$ cat src/psta_pkg.sv
/*
 * Package for the program space table access block: register offsets,
 * field layouts, reset values, table operation codes and carrier structs.
 * Assumes a single core clock and a synchronous active-low reset.
 */
`default_nettype none
package psta_pkg;
   // Register bus geometry.
   localparam int unsigned ADDR_W = 4;
   localparam int unsigned DATA_W = 16;
   // Register offsets on the plain register port.
   localparam logic [3:0] OFS_TABLE_PAGE = 4'h0;
   localparam logic [3:0] OFS_NVM_KEY = 4'h1;
   localparam logic [3:0] OFS_SRC_HIGH = 4'h2;
   localparam logic [3:0] OFS_SRC_LOW = 4'h3;
   // Field layouts and reset values.
   localparam int unsigned PAGE_W = 8;
   localparam int unsigned PAGE_CFG_BIT = 7;
   localparam int unsigned KEY_W = 8;
   localparam logic [7:0] KEY_RESET = 8'h00;
   localparam logic [7:0] PAGE_RESET = 8'h00;
   localparam logic [7:0] SRC_HIGH_RESET = 8'h00;
   localparam logic [15:0] SRC_LOW_RESET = 16'h0000;
   localparam logic [15:0] SRC_LOW_MASK = 16'hFFFE;
   localparam logic [15:0] READ_ZERO = 16'h0000;
   localparam logic [7:0] BYTE_ZERO = 8'h00;
   // Program word geometry.
   localparam int unsigned PWORD_W = 24;
   localparam int unsigned PADDR_W = 16;
   localparam logic [15:0] PADDR_STEP = 16'h0002;
   // Table operations issued by the core.
   typedef enum logic [1:0] {
      TBL_RD_LOW, TBL_RD_HIGH, TBL_WT_LOW, TBL_WT_HIGH
   } psta_op_type;
   // Register bus request.
   typedef struct packed {
      logic wr;
      logic rd;
      logic [3:0] addr;
      logic [15:0] wdata;
   } psta_reg_req_type;
   // Table instruction request from the core.
   typedef struct packed {
      logic valid;
      psta_op_type op;
      logic byte_mode;
      logic [15:0] addr;
      logic [15:0] wdata;
   } psta_tbl_req_type;
   // Program memory port toward the array.
   typedef struct packed {
      logic rd;
      logic wr;
      logic cfg_space;
      logic [7:0] page;
      logic [15:0] addr;
      logic [23:0] wdata;
      logic [2:0] wbe;
   } psta_mem_req_type;
endpackage : psta_pkg
`default_nettype wire

$ cat src/psta_read_align.sv
/*
 * Read alignment: turns a 24-bit program word into the 16-bit data word
 * of a low or high table read, in word or byte mode.
 * Purely combinational; the caller registers the result.
 */
`default_nettype none
module psta_read_align (
   input wire logic [23:0] i_pword,
   input wire logic i_high,
   input wire logic i_byte_mode,
   input wire logic i_byte_sel,
   output logic [15:0] o_data
);
   import psta_pkg::*;

   // Select the lane; the high space has a phantom byte that reads zero.
   always_comb begin
      o_data = READ_ZERO;
      if (!i_high) begin
         if (!i_byte_mode) begin
            o_data = i_pword[15:0]; // RL1
         end else begin
            o_data = {BYTE_ZERO, i_byte_sel ? i_pword[15:8] : i_pword[7:0]}; // RL2
         end
      end else begin
         if (!i_byte_mode || !i_byte_sel) begin
            o_data = {BYTE_ZERO, i_pword[23:16]}; // RL3 RL4
         end else begin
            o_data = READ_ZERO; // RL4
         end
      end
   end
endmodule : psta_read_align
`default_nettype wire

$ cat src/psta_table_access.sv
/*
 * Program space table access block: table reads and writes of program
 * memory, the table page register and the flash key and source address
 * registers. Assumes the program array answers a read in the next cycle
 * and that the core issues at most one table request per cycle.
 */
`default_nettype none
// Summary of operation
// RL1: Word low read returns program bits 15..0.
// RL2: Byte low read picks byte by select.
// RL3: Word high read gives bits 23..16, phantom zero.
// RL4: Byte high read: phantom byte reads zero.
// RL5: Low ops reach low word; high ops upper byte.
// RL6: Addresses step two per program word.
// RL7: Every table op uses table page register.
// RL8: Page bit 7 selects configuration space.
// RL9: Table writes support byte or word.
// RL10: Key register eight bits, write only, reset zero.
// RL11: Upper source address byte readable and writable.
// RL12: Lower source address bits 15..1, bit 0 zero.
// RL13: Key register always reads back zero.
module psta_table_access (
   input wire logic i_core_clk,
   input wire logic i_resetn,
   input wire psta_pkg::psta_reg_req_type i_reg,
   output logic [15:0] o_reg_rdata,
   input wire psta_pkg::psta_tbl_req_type i_tbl,
   output logic o_tbl_done,
   output logic [15:0] o_tbl_rdata,
   output psta_pkg::psta_mem_req_type o_mem,
   input wire logic [23:0] i_mem_rdata,
   output logic [7:0] o_nvm_unlock_key,
   output logic [23:0] o_nvm_source_address
);
   import psta_pkg::*;

   typedef enum logic [1:0] {ST_IDLE, ST_READ, ST_DONE} psta_state_type;

   typedef struct packed {
      psta_state_type st;
      logic [7:0] page;
      logic [7:0] key;
      logic [7:0] src_h;
      logic [15:0] src_l;
      logic [15:0] rdata;
      logic high;
      logic byte_mode;
      logic byte_sel;
      logic done;
      logic [15:0] tbl_rdata;
      psta_mem_req_type mem;
   } psta_regs_type;

   psta_regs_type s_q;
   psta_regs_type s_d;
   logic [15:0] aligned;

   // Lane alignment of the word returned by the program array.
   psta_read_align u_align (
      .i_pword(i_mem_rdata),
      .i_high(s_q.high),
      .i_byte_mode(s_q.byte_mode),
      .i_byte_sel(s_q.byte_sel),
      .o_data(aligned)
   );

   // Next state: register port, table sequencer and memory request.
   always_comb begin
      s_d = s_q;
      s_d.done = 1'b0;
      s_d.mem.rd = 1'b0;
      s_d.mem.wr = 1'b0;
      s_d.rdata = READ_ZERO;
      if (i_reg.wr) begin
         unique case (i_reg.addr)
            OFS_TABLE_PAGE: s_d.page = i_reg.wdata[PAGE_W-1:0];
            OFS_NVM_KEY: s_d.key = i_reg.wdata[KEY_W-1:0]; // RL10
            OFS_SRC_HIGH: s_d.src_h = i_reg.wdata[7:0]; // RL11
            OFS_SRC_LOW: s_d.src_l = i_reg.wdata & SRC_LOW_MASK; // RL12
            default: ;
         endcase
      end
      if (i_reg.rd) begin
         unique case (i_reg.addr)
            OFS_TABLE_PAGE: s_d.rdata = {BYTE_ZERO, s_q.page};
            OFS_NVM_KEY: s_d.rdata = READ_ZERO; // RL13
            OFS_SRC_HIGH: s_d.rdata = {BYTE_ZERO, s_q.src_h}; // RL11
            OFS_SRC_LOW: s_d.rdata = s_q.src_l & SRC_LOW_MASK; // RL12
            default: s_d.rdata = READ_ZERO;
         endcase
      end
      unique case (s_q.st)
         ST_IDLE: begin
            if (i_tbl.valid) begin
               s_d.mem.page = s_q.page; // RL7
               s_d.mem.cfg_space = s_q.page[PAGE_CFG_BIT]; // RL8
               // Bit 0 is the byte select; the word index is the even address.
               s_d.mem.addr = {i_tbl.addr[15:1], 1'b0}; // RL6
               s_d.high = (i_tbl.op == TBL_RD_HIGH) || (i_tbl.op == TBL_WT_HIGH); // RL5
               s_d.byte_mode = i_tbl.byte_mode;
               s_d.byte_sel = i_tbl.addr[0];
               if (i_tbl.op == TBL_RD_LOW || i_tbl.op == TBL_RD_HIGH) begin
                  s_d.mem.rd = 1'b1;
                  s_d.st = ST_READ;
               end else begin
                  s_d.mem.wr = 1'b1;
                  s_d.st = ST_DONE;
                  if (i_tbl.op == TBL_WT_LOW) begin
                     s_d.mem.wdata = {BYTE_ZERO, i_tbl.wdata};
                     if (!i_tbl.byte_mode) begin
                        s_d.mem.wbe = 3'b011; // RL9
                     end else if (i_tbl.addr[0]) begin
                        s_d.mem.wdata = {BYTE_ZERO, i_tbl.wdata[7:0], BYTE_ZERO};
                        s_d.mem.wbe = 3'b010; // RL9
                     end else begin
                        s_d.mem.wbe = 3'b001; // RL9
                     end
                  end else begin
                     // High write reaches only the upper byte; phantom writes are dropped.
                     s_d.mem.wdata = {i_tbl.wdata[7:0], READ_ZERO}; // RL5
                     s_d.mem.wbe = (i_tbl.byte_mode && i_tbl.addr[0]) ? 3'b000 : 3'b100; // RL9
                  end
               end
            end
         end
         ST_READ: begin
            s_d.st = ST_DONE;
         end
         ST_DONE: begin
            // The array answers one cycle after the strobe, so the lane is taken only here.
            s_d.tbl_rdata = s_q.mem.wr ? READ_ZERO : aligned; // RL1 RL2 RL3 RL4
            s_d.done = 1'b1;
            s_d.st = ST_IDLE;
         end
      endcase
   end

   // All state in one register; source address has no documented reset.
   always_ff @(posedge i_core_clk) begin
      if (!i_resetn) begin
         s_q <= '0;
         s_q.st <= ST_IDLE;
         s_q.page <= PAGE_RESET;
         s_q.key <= KEY_RESET; // RL10
         s_q.src_h <= SRC_HIGH_RESET;
         s_q.src_l <= SRC_LOW_RESET;
      end else begin
         s_q <= s_d;
      end
   end

   assign o_reg_rdata = s_q.rdata;
   assign o_tbl_done = s_q.done;
   assign o_tbl_rdata = s_q.tbl_rdata;
   assign o_mem = s_q.mem;
   assign o_nvm_unlock_key = s_q.key;
   assign o_nvm_source_address = {s_q.src_h, s_q.src_l};
endmodule : psta_table_access
`default_nettype wire

$ cat config.mk
export PLATFORM = sky130hd
export DESIGN_NAME = psta_table_access
export DESIGN_NICKNAME = d
export VERILOG_FILES = /design/src/psta_pkg.sv /design/src/psta_read_align.sv /design/src/psta_table_access.sv
export SDC_FILE = /design/constraint.sdc
export NUM_CORES = 1
export LEC_CHECK = 0
export ABC_AREA = 1
export BUFFER_PORTS_ARGS = -buffer_cell sky130_fd_sc_hd__buf_2
export CAP_MARGIN = 20
export CORE_MARGIN = 4
export CORE_UTILIZATION = 25
export DETAILED_ROUTE_END_ITERATION = 16
export MAX_ROUTING_LAYER = met4
export SYNTH_ARGS = -nofsm -noshare
export SYNTH_HDL_FRONTEND = slang
export SYNTH_SLANG_ARGS = --single-unit
$ cat constraint.sdc
create_clock -name i_core_clk -period 1.7 [get_ports i_core_clk]
set_clock_uncertainty 0.15 [all_clocks]
set_input_delay 0.17 -clock i_core_clk [delete_from_list [all_inputs] [get_ports i_core_clk]]
set_output_delay 0.17 -clock i_core_clk [all_outputs]
set_load 0.03 [all_outputs]
* Yosys cells after proc, flatten, opt, wreduce, memory -nomap -nowiden
Index checks and enable logic that the tools add are counted.
W data, S select, Z words.
** Cells by class
- Multiplexer cells :: 18
- Reductions and logical operators :: 17
- Bitwise operators :: 1
- Equal/unequal tests :: 9
** Operator list (count)
- $mux W16 :: 4
- $pmux W16 S3 :: 1
- $mux W27 :: 1
- $mux W24 :: 1
- $mux W17 :: 1
- $mux W8 :: 2
- $reduce_and A2 Y1 :: 6
- $eq A4 B2 Y1 const B :: 2
- $mux W2 :: 4
- $eq A2 B2 Y1 const B :: 3
- $pmux W2 S3 :: 1
- $reduce_and A3 Y1 :: 2
- $eq A2 B1 Y1 const B :: 2
- $eq A4 B1 Y1 const B :: 1
- $logic_not A2 Y1 :: 2
- $logic_not A4 Y1 :: 1
- $logic_or A1 B1 Y1 :: 3
- $mux W3 :: 1
- $logic_not A1 Y1 :: 2
- $mux W1 :: 2
- $ne A2 B2 Y1 const B :: 1
- $logic_and A1 B1 Y1 :: 1
- $not A1 Y1 :: 1
** Word-level totals
- Output and inout bits :: 119
- Register bits :: 130
- Logic and storage cells :: 63
- Input bits :: 84

* Depth between registers and ports, before layout
Gate-level depths: netlist of run 1.
- Word-level depth :: 6
- Depth in mapped cells :: 9
- Depth with buffers taken out :: 8

* Modules after synthesis
Synthesis of run 1 repeated with hierarchy kept, for this count alone.
** Unflattened totals
- Cell total of the unflattened synthesis :: 879
- Area total of the unflattened synthesis :: 6318.6 um2
** By module, submodules not included
- psta_table_access :: cells each 807, sequential area each 2582.5 um2, area each 5970.7 um2, instances 1
- psta_read_align :: cells each 72, sequential area each 0.0 um2, area each 347.8 um2, instances 1

* Worst setup path before layout of run 1
OpenSTA, ideal clock, no wires.
- Path kind :: flip-flop to flip-flop
- Start point :: register s_q[130] (netlist name)
- End point :: register s_q, in the netlist o_mem[19]
- Stages on the path, launching flop included :: 10
- Path slack :: 0.146 ns
- Buffers on the path :: 2
- Arrival :: 1.288 ns
- Data required time :: 1.434 ns
- Period minus slack after synthesis :: 1.554 ns
- Library setup time :: 0.116 ns
- Cell sequence :: dfxtp_1 -> inv_1 -> ha_1 -> nand2_2 -> inv_2 -> nand2_1 -> buf_4 -> buf_6 -> a21oi_1 -> nor2_1
** On the way
- Word-level cells in the longest chain between the ends :: 2
** RTL lines
- start, declared :: line psta_table_access.sv:54 : psta_regs_type s_q;
- $logic_not A2 Y1 :: line psta_table_access.sv:92 : unique case (s_q.st)
- $reduce_and A3 Y1 (no source line)
No other way between the ends.
A chain may end at the register's enable or synchronous reset.

* Final worst setup path of run 1
- Start point :: register s_q[130] (netlist name)
- End point :: register s_q, in the netlist o_mem[8]
The elaborated chain is that of the path after synthesis.

==> reports/metrics.cfg, run 1 <==
[run_status]
status=finished, final reports clean

[sta]
fin_tns_setup_ps=0
hold_violations=0
setup_violations=0
finalCriticalPeriod_ps=1570
rsz0062_at_grt=false
finalCritPeriodShare=0.926
fmax_ghz=0.635
setup_slack_ps=126
maxSlewViolCount=0

[worst_setup_path]
start_kind=flip-flop
path_max_fanout=10
path_cells=inv_1, ha_1, nand2_2, inv_2, nand2_2, buf_4, nand2_1, a21oi_1
path_buf_inv=3
cpMostUsedCell=nand2_2
critical_path_class=reg2reg
rr_worst_depth=8
r2r-start=s_q[130]
r2r_setup_slack_ps=130
slowest_stage=dfxtp_1
cp.arrival_ps=1770
endpoint_kind=flip-flop
cpLargestDelayFamily=buffers and inverters
cpPeakStageDelay_ps=330
worstPathRequired_ps=1900
worstReg2RegEnd=o_mem[8]

[synth]
synth_top_area_cell=dfxtp_1
synth_area_per_cell_um2=7.62
yosysWarningCount=0
ys_types=26
synthCells=777
synth.area.top_cells=dfxtp_1, buf_4, nand2_1
synth_area_um2=5920
ys_ff_latch=129
yosysTopAreaCellShare=0.436
ys_seq_area_frac=0.436

[layout]
synthToLayoutAreaGrowth_pct=33.2
drive_gt1_frac=0.282
register_area_um2=2580
multi_input_area_um2=2080
fill_cells=2536
nets=1040

[floorplan]
core_um2=23400
dieArea_um2=26200
die_w_um=162
initial_utilization=0.253
rows=56
io_pins=203
chipHeight_um=162

[power]
power_frac_clock=0.386
leakage_nw=3.63
power_switching_w=0.00273
netSwitchingFraction=0.310
vdd_ir_drop_max_mv=0.456
intPower_w=0.00609
power_density_nw_per_um2=1120
power_frac_seq=0.388
combPwrFrac=0.226

[placed_design]
dpl.hpwl_um=13000
io_buffers=200
gp_congestion=0.846
pre_cts_slack_ps=56.5

[clock_tree]
postCtsSetupBuffers=0
cts_sinks=129
cts_tree=built
cts_buffers=17
clk_pin_slew_ps=60
htreeDepth=4
clk_latency_ps=410
cts.path.max_buffers=2
root_buffer=clkbuf_16

[drt]
wl_per_cell_um=14.4
vias=5496
wl_um=18500
dr.pass1.iters=5
drt-initial-drc-count=256
drc=0
viasPerCell=4.28
ant_nets=0

[global_route]
antenna_found_initial=1
grt_pass1_wl_um=28800
gr-usage-all-layers=0.142
grt_overflow=0
grt_max_degree=28
grt_pass1_vias=5449

[worst_hold_path]
hp-start=i_mem_rdata[7]
hp-class=in2reg
worstHoldPathCells=5
hold_end=o_tbl_rdata[7]

[run]
max-cap-violations=0

-- worst min-delay path, stage by stage --
cell	delay, ps
buf_2	80
nor2_1	30
nand2_1	40
nand4_1	90
a21oi_1	130
-- repair_timing --
action | in CTS | in global routing
hold buffers | 85 | 0
endpoints found under the setup margin | 0 | 29
hold endpoints to repair | 102 | 0
gates resized for setup | 0 | 4
-- layer usage --
layer / wire length, um / global-route usage
met1: 8320 / 0.172
met2: 8760 / 0.225
met3: 1070 / 0.0416
met4: 301 / 0.0507
met5: 0 / -
-- worst max-delay path by stage --
stage	startpoint	endpoint	cells after the start
detailed placement	s_q[130]	o_mem[8]	8
floorplan	s_q[130]	o_mem[19]	9
global route	s_q[131]	o_mem[8]	8
CTS	s_q[130]	o_mem[8]	8
global placement	s_q[130]	o_mem[16]	8
finish	s_q[130]	o_mem[8]	8
-- flip-flops by register name, summed over array words and instances (netlist names) --
register / cells
o_nvm_source_address: 23
o_tbl_done: 1
o_nvm_unlock_key: 8
o_tbl_rdata: 16
o_reg_rdata: 16
o_mem: 52
s_q: 13
-- metrics by stage --
step | hold WS [ps] | instances | area (um^2) | utilization | power [W]
final | 17.5 | 1284 | 7890 | 0.337 | 0.00881
after global routing | 47.2 | 1284 | 7890 | 0.337 | 0.00926
after CTS | 1.12 | 1283 | 7880 | 0.337 | 0.00892
after floorplan | 99.3 | 778 | 5930 | - | 0.00493
after global placement | 257 | 1168 | 6490 | 0.277 | 0.00531
after detailed placement | 260 | 1168 | 6490 | 0.277 | 0.00533
-- power by group through the flow --
stage / logic, W / registers, W / clock network (W)
finish: 0.00199 / 0.00342 / 0.00340
global route: 0.00219 / 0.00345 / 0.00362
CTS: 0.00200 / 0.00342 / 0.00351
detailed placement: 0.00185 / 0.00348 / 0
global placement: 0.00183 / 0.00348 / 0
floorplan: 0.00149 / 0.00344 / 0
-- Yosys cell counts, drive strengths merged --
master and n:
dfxtp 129, a21oi 85, inv 47, nand4 14
a211oi 2, o211ai 8, ha 3, nand3 57
o21ai 52, nand2 131, nor2 88, buf 141
conb 1, nor3 2, clkbuf 17
-- logic make-up after synthesis --
| group | after synthesis | share of synthesized area |
|---|---|---|
| AOI/OAI and AO/OA | 147 | 0.128 |
| and+or+nand+nor | 292 | 0.215 |
| buffers and inverters | 205 | 0.214 |
| adders and majority gates | 3 | 0.00634 |
| DFF | 129 | 0.436 |
| other | 1 | 0.000633 |
-- area by class of cell --
| class | instances | share of cell area |
|---|---|---|
| well taps | 319 | 0.0506 |
| repair buffers | 314 | 0.267 |
| multi-input cells | 444 | 0.264 |
| diodes | 1 | 0.000317 |
| inverters | 47 | 0.0224 |
| clock inverters | 6 | 0.00729 |
| flip-flops and latches | 129 | 0.327 |
| clock buffers | 24 | 0.0610 |
-- cell usage in the layout (no fill, tap or decap), drive strengths merged, types with 24 or more instances in the layout --
master	Yosys	final
nand2	131	131
dlygate4sd3	0	85
o21ai	52	52
dfxtp	129	129
inv	47	47
clkbuf	17	24
nand3	57	57
a21oi	85	85
buf	141	229
nor2	88	88
(Power assumes the default switching activity.)
==> run 2: changes to the inputs <==
--- a/config.mk
+++ b/config.mk
@@ -8,10 +8,14 @@
 export ABC_AREA = 1
 export BUFFER_PORTS_ARGS = -buffer_cell sky130_fd_sc_hd__buf_2
 export CAP_MARGIN = 20
+export CELL_PAD_IN_SITES_DETAIL_PLACEMENT = 0
+export CELL_PAD_IN_SITES_GLOBAL_PLACEMENT = 1
 export CORE_MARGIN = 4
 export CORE_UTILIZATION = 25
 export DETAILED_ROUTE_END_ITERATION = 16
 export MAX_ROUTING_LAYER = met4
+export PLACE_DENSITY_LB_ADDON = 0.1
+export REMOVE_ABC_BUFFERS = 1
 export SYNTH_ARGS = -nofsm -noshare
 export SYNTH_HDL_FRONTEND = slang
 export SYNTH_SLANG_ARGS = --single-unit
==> run 2 against run 1 <==
  * Critical path type is now in2reg
  * Utilization up 0.20 points
  * Worst hold slack better by 14 ps
  * Design area up 0.60%
  * Die area unchanged
  * Global-route usage up 0.074 points
  * Power up 4.7%
==> reports/metrics.cfg, run 2 (same netlist as run 1, synthesis figures left out) <==
[run_status]
status=finished, final reports clean

[floorplan]
die_w_um=162
core_um2=23400
dieArea_um2=26200
rows=56
chipHeight_um=162
io_pins=203
initial_utilization=0.253

[layout]
final_core_util=0.339
nets=1033
layout_commonest_cell=buf_2
synthToLayoutAreaGrowth_pct=34.0
fill_cells=2590
drive_gt1_frac=0.292
largest_reg_flops=52
final_cell_mix=buf_2, nand2_1, dfxtp_1

[global_route]
grt_pass1_vias=5357
grt_overflow=0
grt_pass1_wl_um=29000
antenna_found_initial=2
grt_max_degree=37
gr-usage-all-layers=0.143

[worst_hold_path]
worstHoldPathCells=5
hp-start=i_mem_rdata[7]
hold_end=o_tbl_rdata[7]
hp-class=in2reg

[worst_setup_path]
worstReg2RegEnd=o_mem[10]
path_max_fanout=15
endpoint_kind=flip-flop
cp.arrival_ps=1820
worstPathRequired_ps=1900
start_kind=input port
critical_path_class=in2reg
rr_worst_depth=8
r2r-start=s_q[130]
r2r_setup_slack_ps=110

[sta]
hold_ws_ps=31.3
fmax_ghz=0.620
finalCriticalPeriod_ps=1610
maxSlewViolCount=0
rsz0062_at_grt=false
setup_violations=0
finalCritPeriodShare=0.948
hold_violations=0

[drt]
vias=5402
drc=0
drt-met1-wl_um=8390
wl_per_cell_um=14.4
top_layer_used=met4
wl_met2_um=8760
met3_length_um=1050
drt-initial-drc-count=245
viasPerCell=4.22
ant_nets=0
wl_um=18400
dr.pass1.iters=5

[placed_design]
io_buffers=200
gp_congestion=0.769
dpl.hpwl_um=13000

[clock_tree]
cts_buffers=17
htreeDepth=4
cts.path.max_buffers=2
root_buffer=clkbuf_16
cts_sinks=129
clk_latency_ps=410
clk_pin_slew_ps=60
cts_tree=built

[power]
vdd_ir_drop_max_mv=0.493
leakage_nw=3.67
power_switching_w=0.00287
power_frac_seq=0.370
power_frac_clock=0.409
netSwitchingFraction=0.311
combPwrFrac=0.220
power_density_nw_per_um2=1160
intPower_w=0.00636

[run]
max-cap-violations=0

-- run 2: layer usage --
| layer | GRT usage | up-vias |
|---|---|---|
| li1 | - | 2741 |
| met2 | 0.228 | 157 |
| met3 | 0.0391 | 19 |
| met5 | - | - |
| met4 | 0.0446 | 0 |
| met1 | 0.176 | 2485 |
-- run 2: critical path: stages --
cell and delay (ps):
dlygate4sd3_1 520, buf_2 300, nand2_1 140, a21oi_1 120
dlygate4sd3_1 550
-- run 2: area by class of cell --
cell class / instances / area (um^2) / share of cell area
clock buffer: 19 / 443 / 0.0558
antenna: 2 / 5.00 / 0.000630
inverter: 47 / 176 / 0.0222
tap: 319 / 399 / 0.0503
timing repair buffer: 307 / 2080 / 0.262
sequential: 129 / 2580 / 0.325
clock inverter: 12 / 159 / 0.0200
multi-input combinational: 444 / 2090 / 0.263
-- run 2: stage by stage --
step / instances / setup TNS [ps] / setup slack (ps) / area (um^2) / power [W]
2_1_floorplan: 620 / -11200 / -469 / 4840 / 0.00453
3_3_place_gp: 1166 / 0 / 128 / 6480 / 0.00531
3_5_place_dp: 1166 / 0 / 53.7 / 6480 / 0.00534
4_1_cts: 1274 / 0 / 42.0 / 7850 / 0.00931
5_1_grt: 1279 / 0 / 7.64 / 7940 / 0.00969
6_report: 1279 / 0 / 88.0 / 7940 / 0.00922
-- run 2: power by group through the flow --
| stage | Sequential (W) | Clock [W] | Combinational (W) |
|---|---|---|---|
| after floorplan | 0.00392 | 0 | 0.000609 |
| after CTS | 0.00342 | 0.00389 | 0.00200 |
| after global placement | 0.00348 | 0 | 0.00184 |
| after detailed placement | 0.00348 | 0 | 0.00186 |
| final | 0.00342 | 0.00377 | 0.00203 |
| after global routing | 0.00345 | 0.00401 | 0.00223 |
-- run 2: worst max path at each step --
stage / startpoint / depth (start not counted) / end / slack [ps]
floorplan: s_q[130] / 8 / o_mem[19] / -470
global placement: s_q[130] / 8 / o_mem[18] / 130
detailed placement: s_q[130] / 8 / o_mem[14] / 50
CTS: s_q[130] / 8 / o_mem[16] / 40
global route: i_resetn / 5 / o_reg_rdata[0] / 8
finish: i_resetn / 5 / o_reg_rdata[0] / 90
-- run 2: what timing repair did --
| item | 4_1_cts | 5_1_grt |
|---|---|---|
| endpoints found under the hold margin | 102 | 0 |
| endpoints found under the setup margin | 0 | 17 |
| setup buffers | 0 | 1 |
| hold buffers | 77 | 0 |
| gates resized for setup | 0 | 8 |
